===== config.mk =====
export PLATFORM = sky130hd
export DESIGN_NAME = sdpz_power_zq
export DESIGN_NICKNAME = d
export VERILOG_FILES = /design/src/logic/sdpz_pkg.sv /design/src/logic/sdpz_timer.sv /design/src/logic/sdpz_power_zq.sv
export SDC_FILE = /design/constraint.sdc
export NUM_CORES = 1
export LEC_CHECK = 0
export BUFFER_PORTS_ARGS = -buffer_cell sky130_fd_sc_hd__buf_2
export CORE_AREA = 2 2 90 92
export CTS_CLUSTER_DIAMETER = 200
export CTS_CLUSTER_SIZE = 30
export DETAILED_ROUTE_END_ITERATION = 10
export DIE_AREA = 0 0 92 94
export MAX_ROUTING_LAYER = met4
export PLACE_DENSITY_LB_ADDON = 0.3
export RECOVER_POWER = 25
export SETUP_SLACK_MARGIN = 0.4
export SLEW_MARGIN = 0
export SYNTH_ARGS = -nofsm -noshare
export SYNTH_HDL_FRONTEND = slang
export SYNTH_SLANG_ARGS = --single-unit

===== constraint.sdc =====
create_clock -name clk -period 4.3 [get_ports clk]
set_clock_uncertainty 0.05 [all_clocks]
set_input_delay 0.645 -clock clk [delete_from_list [all_inputs] [get_ports clk]]
set_output_delay 0.645 -clock clk [all_outputs]
set_load 0.01 [all_outputs]

===== src/logic/sdpz_pkg.sv =====
package sdpz_pkg;
  // ****************************************************
  // Timing figures, in nanoseconds and in cycles
  // ****************************************************
  localparam int CLK_PERIOD_NS = 8;
  localparam int TCKE_NS = 5;
  localparam int TCPDED_CYC = 1;
  localparam int TXP_NS = 6;
  localparam int TXPDLL_NS = 24;
  localparam int TRFC_NS = 160;
  localparam int TZQINIT_CYC = 512;
  localparam int TZQOPER_CYC = 256;
  localparam int TZQCS_CYC = 64;
  localparam int TCKE_CYC = (TCKE_NS + CLK_PERIOD_NS - 1) / CLK_PERIOD_NS;
  localparam int TXP_CYC = (TXP_NS + CLK_PERIOD_NS - 1) / CLK_PERIOD_NS;
  localparam int TXPDLL_CYC = (TXPDLL_NS + CLK_PERIOD_NS - 1) / CLK_PERIOD_NS;
  localparam int TRFC_CYC = (TRFC_NS + CLK_PERIOD_NS - 1) / CLK_PERIOD_NS;
  localparam int CNT_W = 10;

  // ****************************************************
  // Command codes {csN, rasN, casN, weN}
  // ****************************************************
  localparam logic [3:0] CMD_NOP = 4'h7;
  localparam logic [3:0] CMD_ACT = 4'h3;
  localparam logic [3:0] CMD_REF = 4'h1;
  localparam logic [3:0] CMD_PRE = 4'h2;
  localparam logic [3:0] CMD_ZQ = 4'h6;

  // ****************************************************
  // Power state
  // ****************************************************
  typedef enum logic [2:0] {
    ST_RESET = 3'b000,
    ST_IDLE = 3'b001,
    ST_PD_PRE = 3'b010,
    ST_PD_ACT = 3'b011,
    ST_EXIT = 3'b100,
    ST_ZQ = 3'b101
  } sdpz_state_e;
endpackage


===== src/logic/sdpz_timer.sv =====
`timescale 1ns/100ps
`default_nettype none
module sdpz_timer #(
  parameter int W = 10
) (
  // Clock and reset
  input wire logic clk,
  input wire logic reset_n,
  // Control
  input wire logic load,
  input wire logic [W-1:0] loadValue,
  // Status
  output logic done
);
  logic [W-1:0] count_reg;
  logic [W-1:0] count_next;

  // Down counter, reloads on request
  always_comb begin
    count_next = count_reg;
    if (load) begin
      count_next = loadValue;
    end else if (count_reg != '0) begin
      count_next = count_reg - 1'b1;
    end
  end

  // Register
  always_ff @(posedge clk) begin
    if (!reset_n) begin
      count_reg <= '0;
    end else begin
      count_reg <= count_next;
    end
  end

  assign done = (count_reg == '0);
endmodule
`default_nettype wire


===== src/logic/sdpz_power_zq.sv =====
`timescale 1ns/100ps
`default_nettype none
module sdpz_power_zq #(
  parameter int BANKS = 8,
  parameter int ZQ_W = 8
) (
  // Clock and reset
  input wire logic clk,
  input wire logic reset_n,
  // Memory pins, from outside the clock domain
  input wire logic ckePin,
  input wire logic dramResetPin_n,
  input wire logic [3:0] cmdPin,
  input wire logic a10Pin,
  input wire logic [2:0] bankPin,
  // Internal status from core
  input wire logic bankBusy,
  input wire logic dllLocked,
  input wire logic preDllSelect,
  input wire logic [ZQ_W-1:0] zqResult,
  // Status
  output logic inPowerDown,
  output logic activePd,
  output logic bufEnable,
  output logic cmdRxEnable,
  output logic dllEnable,
  output logic cmdAllowed,
  output logic dllCmdAllowed,
  output logic zqBusy,
  output logic [ZQ_W-1:0] driverCode,
  output logic dramInReset
);
  // ****************************************************
  // Input synchronisers
  // ****************************************************
  logic [1:0] ckeSync_reg;
  logic [1:0] rstSync_reg;
  logic [3:0] cmdMeta_reg;
  logic [3:0] cmdSync_reg;
  logic [3:0] addrMeta_reg;
  logic [3:0] addrSync_reg;

  // Two flops on every pin
  always_ff @(posedge clk) begin
    if (!reset_n) begin
      ckeSync_reg <= 2'h0;
      rstSync_reg <= 2'h0;
      cmdMeta_reg <= sdpz_pkg::CMD_NOP;
      cmdSync_reg <= sdpz_pkg::CMD_NOP;
      addrMeta_reg <= 4'h0;
      addrSync_reg <= 4'h0;
    end else begin
      ckeSync_reg <= {ckeSync_reg[0], ckePin};
      rstSync_reg <= {rstSync_reg[0], dramResetPin_n};
      cmdMeta_reg <= cmdPin;
      cmdSync_reg <= cmdMeta_reg;
      addrMeta_reg <= {a10Pin, bankPin};
      addrSync_reg <= addrMeta_reg;
    end
  end

  logic cke;
  logic dramRst_n;
  logic isNop;
  assign cke = ckeSync_reg[1];
  assign dramRst_n = rstSync_reg[1];
  assign isNop = (cmdSync_reg == sdpz_pkg::CMD_NOP) || (cmdSync_reg[3] == 1'b1);

  // ****************************************************
  // Bank tracking
  // ****************************************************
  logic [BANKS-1:0] open_reg;
  logic [BANKS-1:0] open_next;

  // Activate opens, precharge closes one or all
  always_comb begin
    open_next = open_reg;
    if (cke && (cmdSync_reg == sdpz_pkg::CMD_ACT)) begin
      open_next[addrSync_reg[2:0]] = 1'b1;
    end else if (cke && (cmdSync_reg == sdpz_pkg::CMD_PRE)) begin
      if (addrSync_reg[3]) begin
        open_next = '0;
      end else begin
        open_next[addrSync_reg[2:0]] = 1'b0;
      end
    end
  end

  // ****************************************************
  // Power and calibration state
  // ****************************************************
  sdpz_pkg::sdpz_state_e state_reg;
  sdpz_pkg::sdpz_state_e state_next;
  logic zqFirst_reg;
  logic zqFirst_next;
  logic slowExit_reg;
  logic slowExit_next;
  logic pendPd_reg;
  logic pendPd_next;
  logic [ZQ_W-1:0] code_reg;
  logic [ZQ_W-1:0] code_next;
  logic cpdDone_reg;
  logic cpdDone_next;
  logic tmrLoad;
  logic [sdpz_pkg::CNT_W-1:0] tmrValue;
  logic tmrDone;
  logic dllTmrLoad;
  logic dllTmrDone;

  sdpz_timer #(.W(sdpz_pkg::CNT_W)) mainTimer (
    .clk(clk),
    .reset_n(reset_n),
    .load(tmrLoad),
    .loadValue(tmrValue),
    .done(tmrDone)
  );

  sdpz_timer #(.W(sdpz_pkg::CNT_W)) dllTimer (
    .clk(clk),
    .reset_n(reset_n),
    .load(dllTmrLoad),
    .loadValue(sdpz_pkg::CNT_W'(sdpz_pkg::TXPDLL_CYC)),
    .done(dllTmrDone)
  );

  // Next state
  always_comb begin
    state_next = state_reg;
    zqFirst_next = zqFirst_reg;
    slowExit_next = slowExit_reg;
    pendPd_next = pendPd_reg;
    code_next = code_reg;
    cpdDone_next = cpdDone_reg;
    tmrLoad = 1'b0;
    tmrValue = '0;
    dllTmrLoad = 1'b0;
    if (!dramRst_n) begin
      state_next = sdpz_pkg::ST_RESET;
      zqFirst_next = 1'b1;
      pendPd_next = 1'b0;
    end else begin
      case (state_reg)
        sdpz_pkg::ST_RESET: begin
          state_next = sdpz_pkg::ST_IDLE;
        end
        sdpz_pkg::ST_IDLE: begin
          if (!cke && isNop) begin
            // Entry waits for row, precharge or refresh work
            pendPd_next = 1'b1;
            cpdDone_next = 1'b0;
            tmrLoad = 1'b1;
            tmrValue = sdpz_pkg::CNT_W'(sdpz_pkg::TCPDED_CYC);
          end
          if (pendPd_reg && !bankBusy) begin
            pendPd_next = 1'b0;
            // Bank state picks the power-down kind
            if (open_reg != '0) begin
              state_next = sdpz_pkg::ST_PD_ACT;
              slowExit_next = 1'b0;
            end else begin
              state_next = sdpz_pkg::ST_PD_PRE;
              slowExit_next = !preDllSelect;
            end
          end else if (cke && cmdSync_reg == sdpz_pkg::CMD_ZQ && !pendPd_reg) begin
            state_next = sdpz_pkg::ST_ZQ;
            tmrLoad = 1'b1;
            if (!addrSync_reg[3]) begin
              tmrValue = sdpz_pkg::CNT_W'(sdpz_pkg::TZQCS_CYC);
            end else if (zqFirst_reg) begin
              tmrValue = sdpz_pkg::CNT_W'(sdpz_pkg::TZQINIT_CYC);
              zqFirst_next = 1'b0;
            end else begin
              tmrValue = sdpz_pkg::CNT_W'(sdpz_pkg::TZQOPER_CYC);
            end
          end
        end
        sdpz_pkg::ST_PD_PRE, sdpz_pkg::ST_PD_ACT: begin
          if (tmrDone) begin
            cpdDone_next = 1'b1;
          end
          if (cke && isNop) begin
            // Exit, latency counted from this edge
            state_next = sdpz_pkg::ST_EXIT;
            tmrLoad = 1'b1;
            tmrValue = sdpz_pkg::CNT_W'(sdpz_pkg::TXP_CYC);
            dllTmrLoad = 1'b1;
          end
        end
        sdpz_pkg::ST_EXIT: begin
          if (tmrDone) begin
            state_next = sdpz_pkg::ST_IDLE;
          end
        end
        sdpz_pkg::ST_ZQ: begin
          if (tmrDone) begin
            // Result moves to the driver code
            code_next = zqResult;
            state_next = sdpz_pkg::ST_IDLE;
          end
        end
        default: begin
          state_next = sdpz_pkg::ST_RESET;
        end
      endcase
    end
  end

  // State registers
  always_ff @(posedge clk) begin
    if (!reset_n) begin
      state_reg <= sdpz_pkg::ST_RESET;
      open_reg <= '0;
      zqFirst_reg <= 1'b1;
      slowExit_reg <= 1'b0;
      pendPd_reg <= 1'b0;
      code_reg <= '0;
      cpdDone_reg <= 1'b0;
    end else begin
      state_reg <= state_next;
      open_reg <= (state_next == sdpz_pkg::ST_RESET) ? '0 : open_next;
      zqFirst_reg <= zqFirst_next;
      slowExit_reg <= slowExit_next;
      pendPd_reg <= pendPd_next;
      code_reg <= code_next;
      cpdDone_reg <= cpdDone_next;
    end
  end

  // ****************************************************
  // Registered outputs
  // ****************************************************
  logic pdNext;
  logic cmdOkNext;
  assign pdNext = (state_next == sdpz_pkg::ST_PD_PRE) || (state_next == sdpz_pkg::ST_PD_ACT);
  assign cmdOkNext = (state_next == sdpz_pkg::ST_IDLE) && !pendPd_next;

  // Output flops
  always_ff @(posedge clk) begin
    if (!reset_n) begin
      inPowerDown <= 1'b0;
      activePd <= 1'b0;
      bufEnable <= 1'b1;
      cmdRxEnable <= 1'b1;
      dllEnable <= 1'b1;
      cmdAllowed <= 1'b0;
      dllCmdAllowed <= 1'b0;
      zqBusy <= 1'b0;
      driverCode <= '0;
      dramInReset <= 1'b1;
    end else begin
      inPowerDown <= pdNext;
      activePd <= state_next == sdpz_pkg::ST_PD_ACT;
      bufEnable <= !pdNext;
      cmdRxEnable <= !(pdNext && cpdDone_next);
      dllEnable <= !(pdNext && slowExit_next);
      cmdAllowed <= cmdOkNext;
      dllCmdAllowed <= cmdOkNext && (!slowExit_reg || dllTmrDone) && dllLocked;
      zqBusy <= state_next == sdpz_pkg::ST_ZQ;
      driverCode <= code_next;
      dramInReset <= state_next == sdpz_pkg::ST_RESET;
    end
  end

  // ****************************************************
  // Assertions
  // ****************************************************
  pd_entry_a: assert property (@(posedge clk) disable iff (!reset_n)
    (state_reg == sdpz_pkg::ST_IDLE && pendPd_reg && !bankBusy && dramRst_n) |=> inPowerDown)
    else $error("power-down not entered");
  pd_kind_a: assert property (@(posedge clk) disable iff (!reset_n)
    (state_reg == sdpz_pkg::ST_PD_ACT) |-> (open_reg != '0))
    else $error("active power-down with all banks closed");
  busy_hold_a: assert property (@(posedge clk) disable iff (!reset_n)
    (state_reg == sdpz_pkg::ST_IDLE && pendPd_reg && bankBusy && dramRst_n) |=> !inPowerDown)
    else $error("power-down before operation finished");
  buf_off_a: assert property (@(posedge clk) disable iff (!reset_n)
    inPowerDown |-> !bufEnable)
    else $error("buffers on in power-down");
  dll_fast_a: assert property (@(posedge clk) disable iff (!reset_n)
    activePd |-> dllEnable)
    else $error("DLL off in active power-down");
  reset_exit_a: assert property (@(posedge clk) disable iff (!reset_n)
    (inPowerDown && !dramRst_n) |=> dramInReset && !inPowerDown)
    else $error("reset did not leave power-down");
  exit_wait_a: assert property (@(posedge clk) disable iff (!reset_n)
    (state_reg == sdpz_pkg::ST_PD_PRE && cke && isNop && dramRst_n) |=> !cmdAllowed [*2])
    else $error("command allowed before tXP");
  zqcs_len_a: assert property (@(posedge clk) disable iff (!reset_n)
    (state_reg == sdpz_pkg::ST_IDLE && cke && cmdSync_reg == sdpz_pkg::CMD_ZQ && !addrSync_reg[3]
     && !pendPd_reg && dramRst_n && !(pendPd_reg && !bankBusy)) |=> ##60 zqBusy)
    else $error("short calibration ended early");
  pd_cov_c: cover property (@(posedge clk) disable iff (!reset_n) $rose(activePd));
  pre_cov_c: cover property (@(posedge clk) disable iff (!reset_n) $rose(inPowerDown) && !dllEnable);
  zq_cov_c: cover property (@(posedge clk) disable iff (!reset_n) $fell(zqBusy));
endmodule
`default_nettype wire


* Word level (Yosys, flattened, before mapping)
Index checks and enable logic that the tools add are counted.
** Storage, ports and cells
- Bits in registers :: 72
- Logic and storage cells :: 133
** Operators by class
- Add/subtract/negate cells :: 2
- Order comparisons :: 2
- Equality and inequality tests :: 13
- Mux-type cells :: 44
- Bitwise logic cells :: 5
- Reduce and logical (&&, ||, !) cells :: 42
** Operator list (count)
- 2-to-1 mux 10 bit :: 7
- 2-to-1 mux 8 bit :: 3
- 2-to-1 mux 1 bit :: 22
- zero test 10 bit :: 2
- case mux 10 bit (2 select lines) :: 1
- nonzero test 10 bit :: 2
- subtractor 10 x 1 -> 10 bit (second input constant) :: 2
- 2-to-1 mux 3 bit :: 5
- logical AND 1 bit :: 13
- == test 3 x 2 -> 1 bit (second input constant) :: 4
- case mux 3 bit (4 select lines) :: 1
- == test 3 bit (second input constant) :: 3
- zero test 1 bit :: 9
- AND 8 bit :: 1
- == test 4 x 2 -> 1 bit (second input constant) :: 2
- == test 4 x 3 -> 1 bit (second input constant) :: 2
- inverter 8 bit :: 1
- OR 8 bit :: 1
- nonzero test 8 bit :: 1
- OR reduction 2 bit :: 4
- == test 3 x 1 -> 1 bit (second input constant) :: 2
- zero test 3 bit :: 2
- nonzero test 2 bit :: 3
- < comparator 3 x 4 -> 1 bit (second input constant) :: 1
- other kinds (9) :: 14

* Logic depth before layout (Yosys ltp)
- Word-level depth :: 11
- Gate-level depth with buffers :: 8
- Mapped depth without buffers :: 7

* Cells and area by module
From an unflattened synthesis, not the netlist that was laid out.
** Second synthesis, totals
- Cell total of the unflattened synthesis :: 338
- Area total of the unflattened synthesis :: 3079.2 µm²
** By module, submodules not included
- sdpz_power_zq :: instances 1, cells each 208, area each 1933.1 µm², sequential area each 1041.0 µm²
- sdpz_timer :: instances 2, cells each 65, area each 573.0 µm², sequential area each 200.2 µm²

* Worst setup path after synthesis
OpenSTA, ideal clock, no wires.
- Kind :: register to register
- Start point :: register dllTimer.count_reg[0]
- End point :: register dllTimer.count_reg[7]
- Library setup time :: 0.134 ns
- Arrival time :: 1.992 ns
- Required time :: 4.116 ns
- Setup slack :: 2.124 ns
- Cell stages (with the launch flop) :: 9
- Clock period less this slack :: 2.176 ns
- Path through :: dfxtp_1 -> inv_1 -> ha_1 -> or4b_2 -> or3_1 -> buf_2 -> nand3_1 -> xor2_1 -> nor2_1
** Between the ends
- Word-level cells in the longest chain between the ends :: 1
- Elaborated cells between the ends (all ways) :: 2
** RTL lines
- start, declared :: line sdpz_timer.sv:15 : logic [W-1:0] count_reg;
- start signal, assigned :: line sdpz_timer.sv:33 : count_reg <= count_next;
- subtractor 10 x 1 -> 10 bit or nonzero test 10 bit (tied branches) :: line sdpz_timer.sv:24, sdpz_timer.sv:23
Parallel ways exist; a longest one is shown, timed or not.
A chain may end at the register's enable or synchronous reset.

==> flow_summary.ini <==
[grt]
first_global_vias = 2261
grt_util_all_layers = 0.155
top_usage_layer = met2
grtUsageMet2 = 0.234
use_met1 = 0.194
grt_max_degree = 40
use_met3 = 0.0361
grt_pass1_wl_um = 10300
grt_antenna_before_repair = 0
grt_overflow = 0

[final_layout]
syn2layout_area_growth_pct = 17.9
n_antenna_cell = 0
mostFrequentLayoutCell = dfxtp_1
n_fill_cell = 737
drive_above_1_share = 0.186
nets = 381
final_cell_mix = dfxtp_1, buf_2, nor2_1, nand2_1, nor3_1

[worst_setup_path]
cp.required_ps = 4500
end_kind = flop
crit_arrival_ps = 2970
reg2reg_setup_slack_ps = 1870
cpPeakStageDelay_ps = 960
r2r_cells = 7
crit_chain = clkbuf_1 > o21ai_1 > o21bai_1 > o32ai_1
rr_startpoint = dllTimer.count_reg[0]
path_max_fanout = 39
path_class = input port to flop
worst_path_max_delay_cell = clkbuf_1
rr_endpoint = dllTimer.count_reg[7]
start_kind = input port

[placed_design]
hpwl_um = 4110
gp_congestion = 0.832
io_buffers = 39
pre_cts_ws_ps = 1800

[hold_path]
min_from = cmdMeta_reg[2]
min_path_type = flop to flop
min_to = cmdSync_reg[2]
min_path_cells = 1

[timing]
setup_violations = 0
period_minus_slack_ps = 2770
fin_setup_tns_ps = 0
rsz0062_at_grt = false
setup_slack_ps = 1530
relSlewSlack = 0.101
finalHoldViolCount = 0
max_clock_freq_mhz = 361
min_period_over_period = 0.645
drv_slew = 0
tightest_slew_ps = 1350

[floorplan]
die_area_sq_um = 8650
core-area_sq_um = 7610
row_count = 32
io_pins = 40
die_height_um = 94
die_w_um = 92
initial_core_util = 0.395

[clocking]
path_clk_slew_ps = 80
cts_buffers = 9
ctsHoldBuffers = 0
clock-sinks = 72
postCtsSetupBuffers = 0
cts-root-buf = clkbuf_8
cts_tree = yes
ctsLongestPathBuffers = 2
htreeDepth = 3
cts_resized = 0
clk_latency_ps = 350

[detailed_routing]
routed_wl_um = 5870
via_per_inst = 5.01
first_pass_iters = 4
drtIter0Drc = 93
wire_per_inst_um = 12.7
drc = 0
antenna_violating_nets_post_route = 0
vias = 2313

[synth]
synth_flop_cell = dfxtp_1
avgSynthCellArea_sq_um = 9.48
yosysSeqAreaShare = 0.479
syn-num-nets = 343
synth.distinct_cells = 52
synth_warnings = 0
async_flop_share = 0
ys_ff_latch = 72
syn_inst = 317
syn-cell-area_sq_um = 3010
synth_edf_count = 0

[pwr]
p_per_area_nw_per_um2 = 494
ir_drop_v = 0.000186
power_mw = 1.75
p_leak_nw = 1.42

[run]
cap_violations = 0

[status]
status = completed
[worst max path at each step]
stage                                startpoint                      to  slack [ps]  cells past startpoint
after global placement                  reset_n                  zqBusy        1850                      5
after floorplan           dllTimer.count_reg[0]   dllTimer.count_reg[7]        2120                      8
final                                   reset_n  mainTimer.count_reg[8]        1530                      4
after detailed placement                reset_n                  zqBusy        1800                      5
after global routing                    reset_n  mainTimer.count_reg[8]        1160                      4
after CTS                 dllTimer.count_reg[0]   dllTimer.count_reg[4]        1850                      7
[worst max-delay path, delay by kind of cell]
kind | cells | cell delay, ps
buf+inv | 1 | 960
compound gates | 3 | 1350
[logic make-up after synthesis]
family	share of synthesized area
AO/OA/AOI/OAI	0.151
XOR/XNOR	0.0408
flip-flops	0.479
adder cells (fa/ha/maj)	0.0125
buffers and inverters	0.0300
multiplexers	0.0300
AND/OR/NAND/NOR	0.257
[metal layers]
metal	routed length [um]	share of wire
met5	0	0
met4	168	0.029
met3	292	0.050
met2	2540	0.43
met1	2870	0.49
[metrics by stage]
stage	hold slack (ps)	instances	cell area, sq um	utilization
after detailed placement	342	446	3280	0.431
final	359	462	3550	0.466
after floorplan	336	317	3010	-
after CTS	362	462	3550	0.466
after global routing	382	462	3550	0.466
after global placement	342	446	3280	0.431
[final cells by class]
class                   instances  area [sq um]  share of cell area
clock inverters                 7           144              0.0406
flip-flops and latches         72          1440               0.406
multi-input cells             222          1480               0.416
clock buffers                   9           124              0.0349
well taps                     102           128              0.0360
inverters                      11          41.3              0.0116
repair buffers                 39           193              0.0543
[synthesized netlist by cell type, types with 9 or more instances]
| master | count | share of area |
|---|---|---|
| dfxtp_1 | 72 | 0.48 |
| nor2_1 | 30 | 0.037 |
| nand2_1 | 20 | 0.025 |
| and2_1 | 16 | 0.033 |
| nor3_1 | 14 | 0.023 |
| nor2b_1 | 13 | 0.027 |
| xor2_1 | 12 | 0.035 |
| a21oi_1 | 11 | 0.018 |
| inv_1 | 11 | 0.014 |
| nand2b_1 | 10 | 0.021 |
| mux2i_1 | 9 | 0.030 |
| nand3_1 | 9 | 0.015 |
[power by group]
group / switching, mW / internal, mW / leakage, nW / total (mW)
logic: 0.159 / 0.126 / 0.710 / 0.285
registers: 0.0485 / 0.710 / 0.587 / 0.758
clock network: 0.263 / 0.445 / 0.126 / 0.708
total: 0.470 / 1.28 / 1.42 / 1.75
No activity file was read; power rests on OpenSTA's default activity.
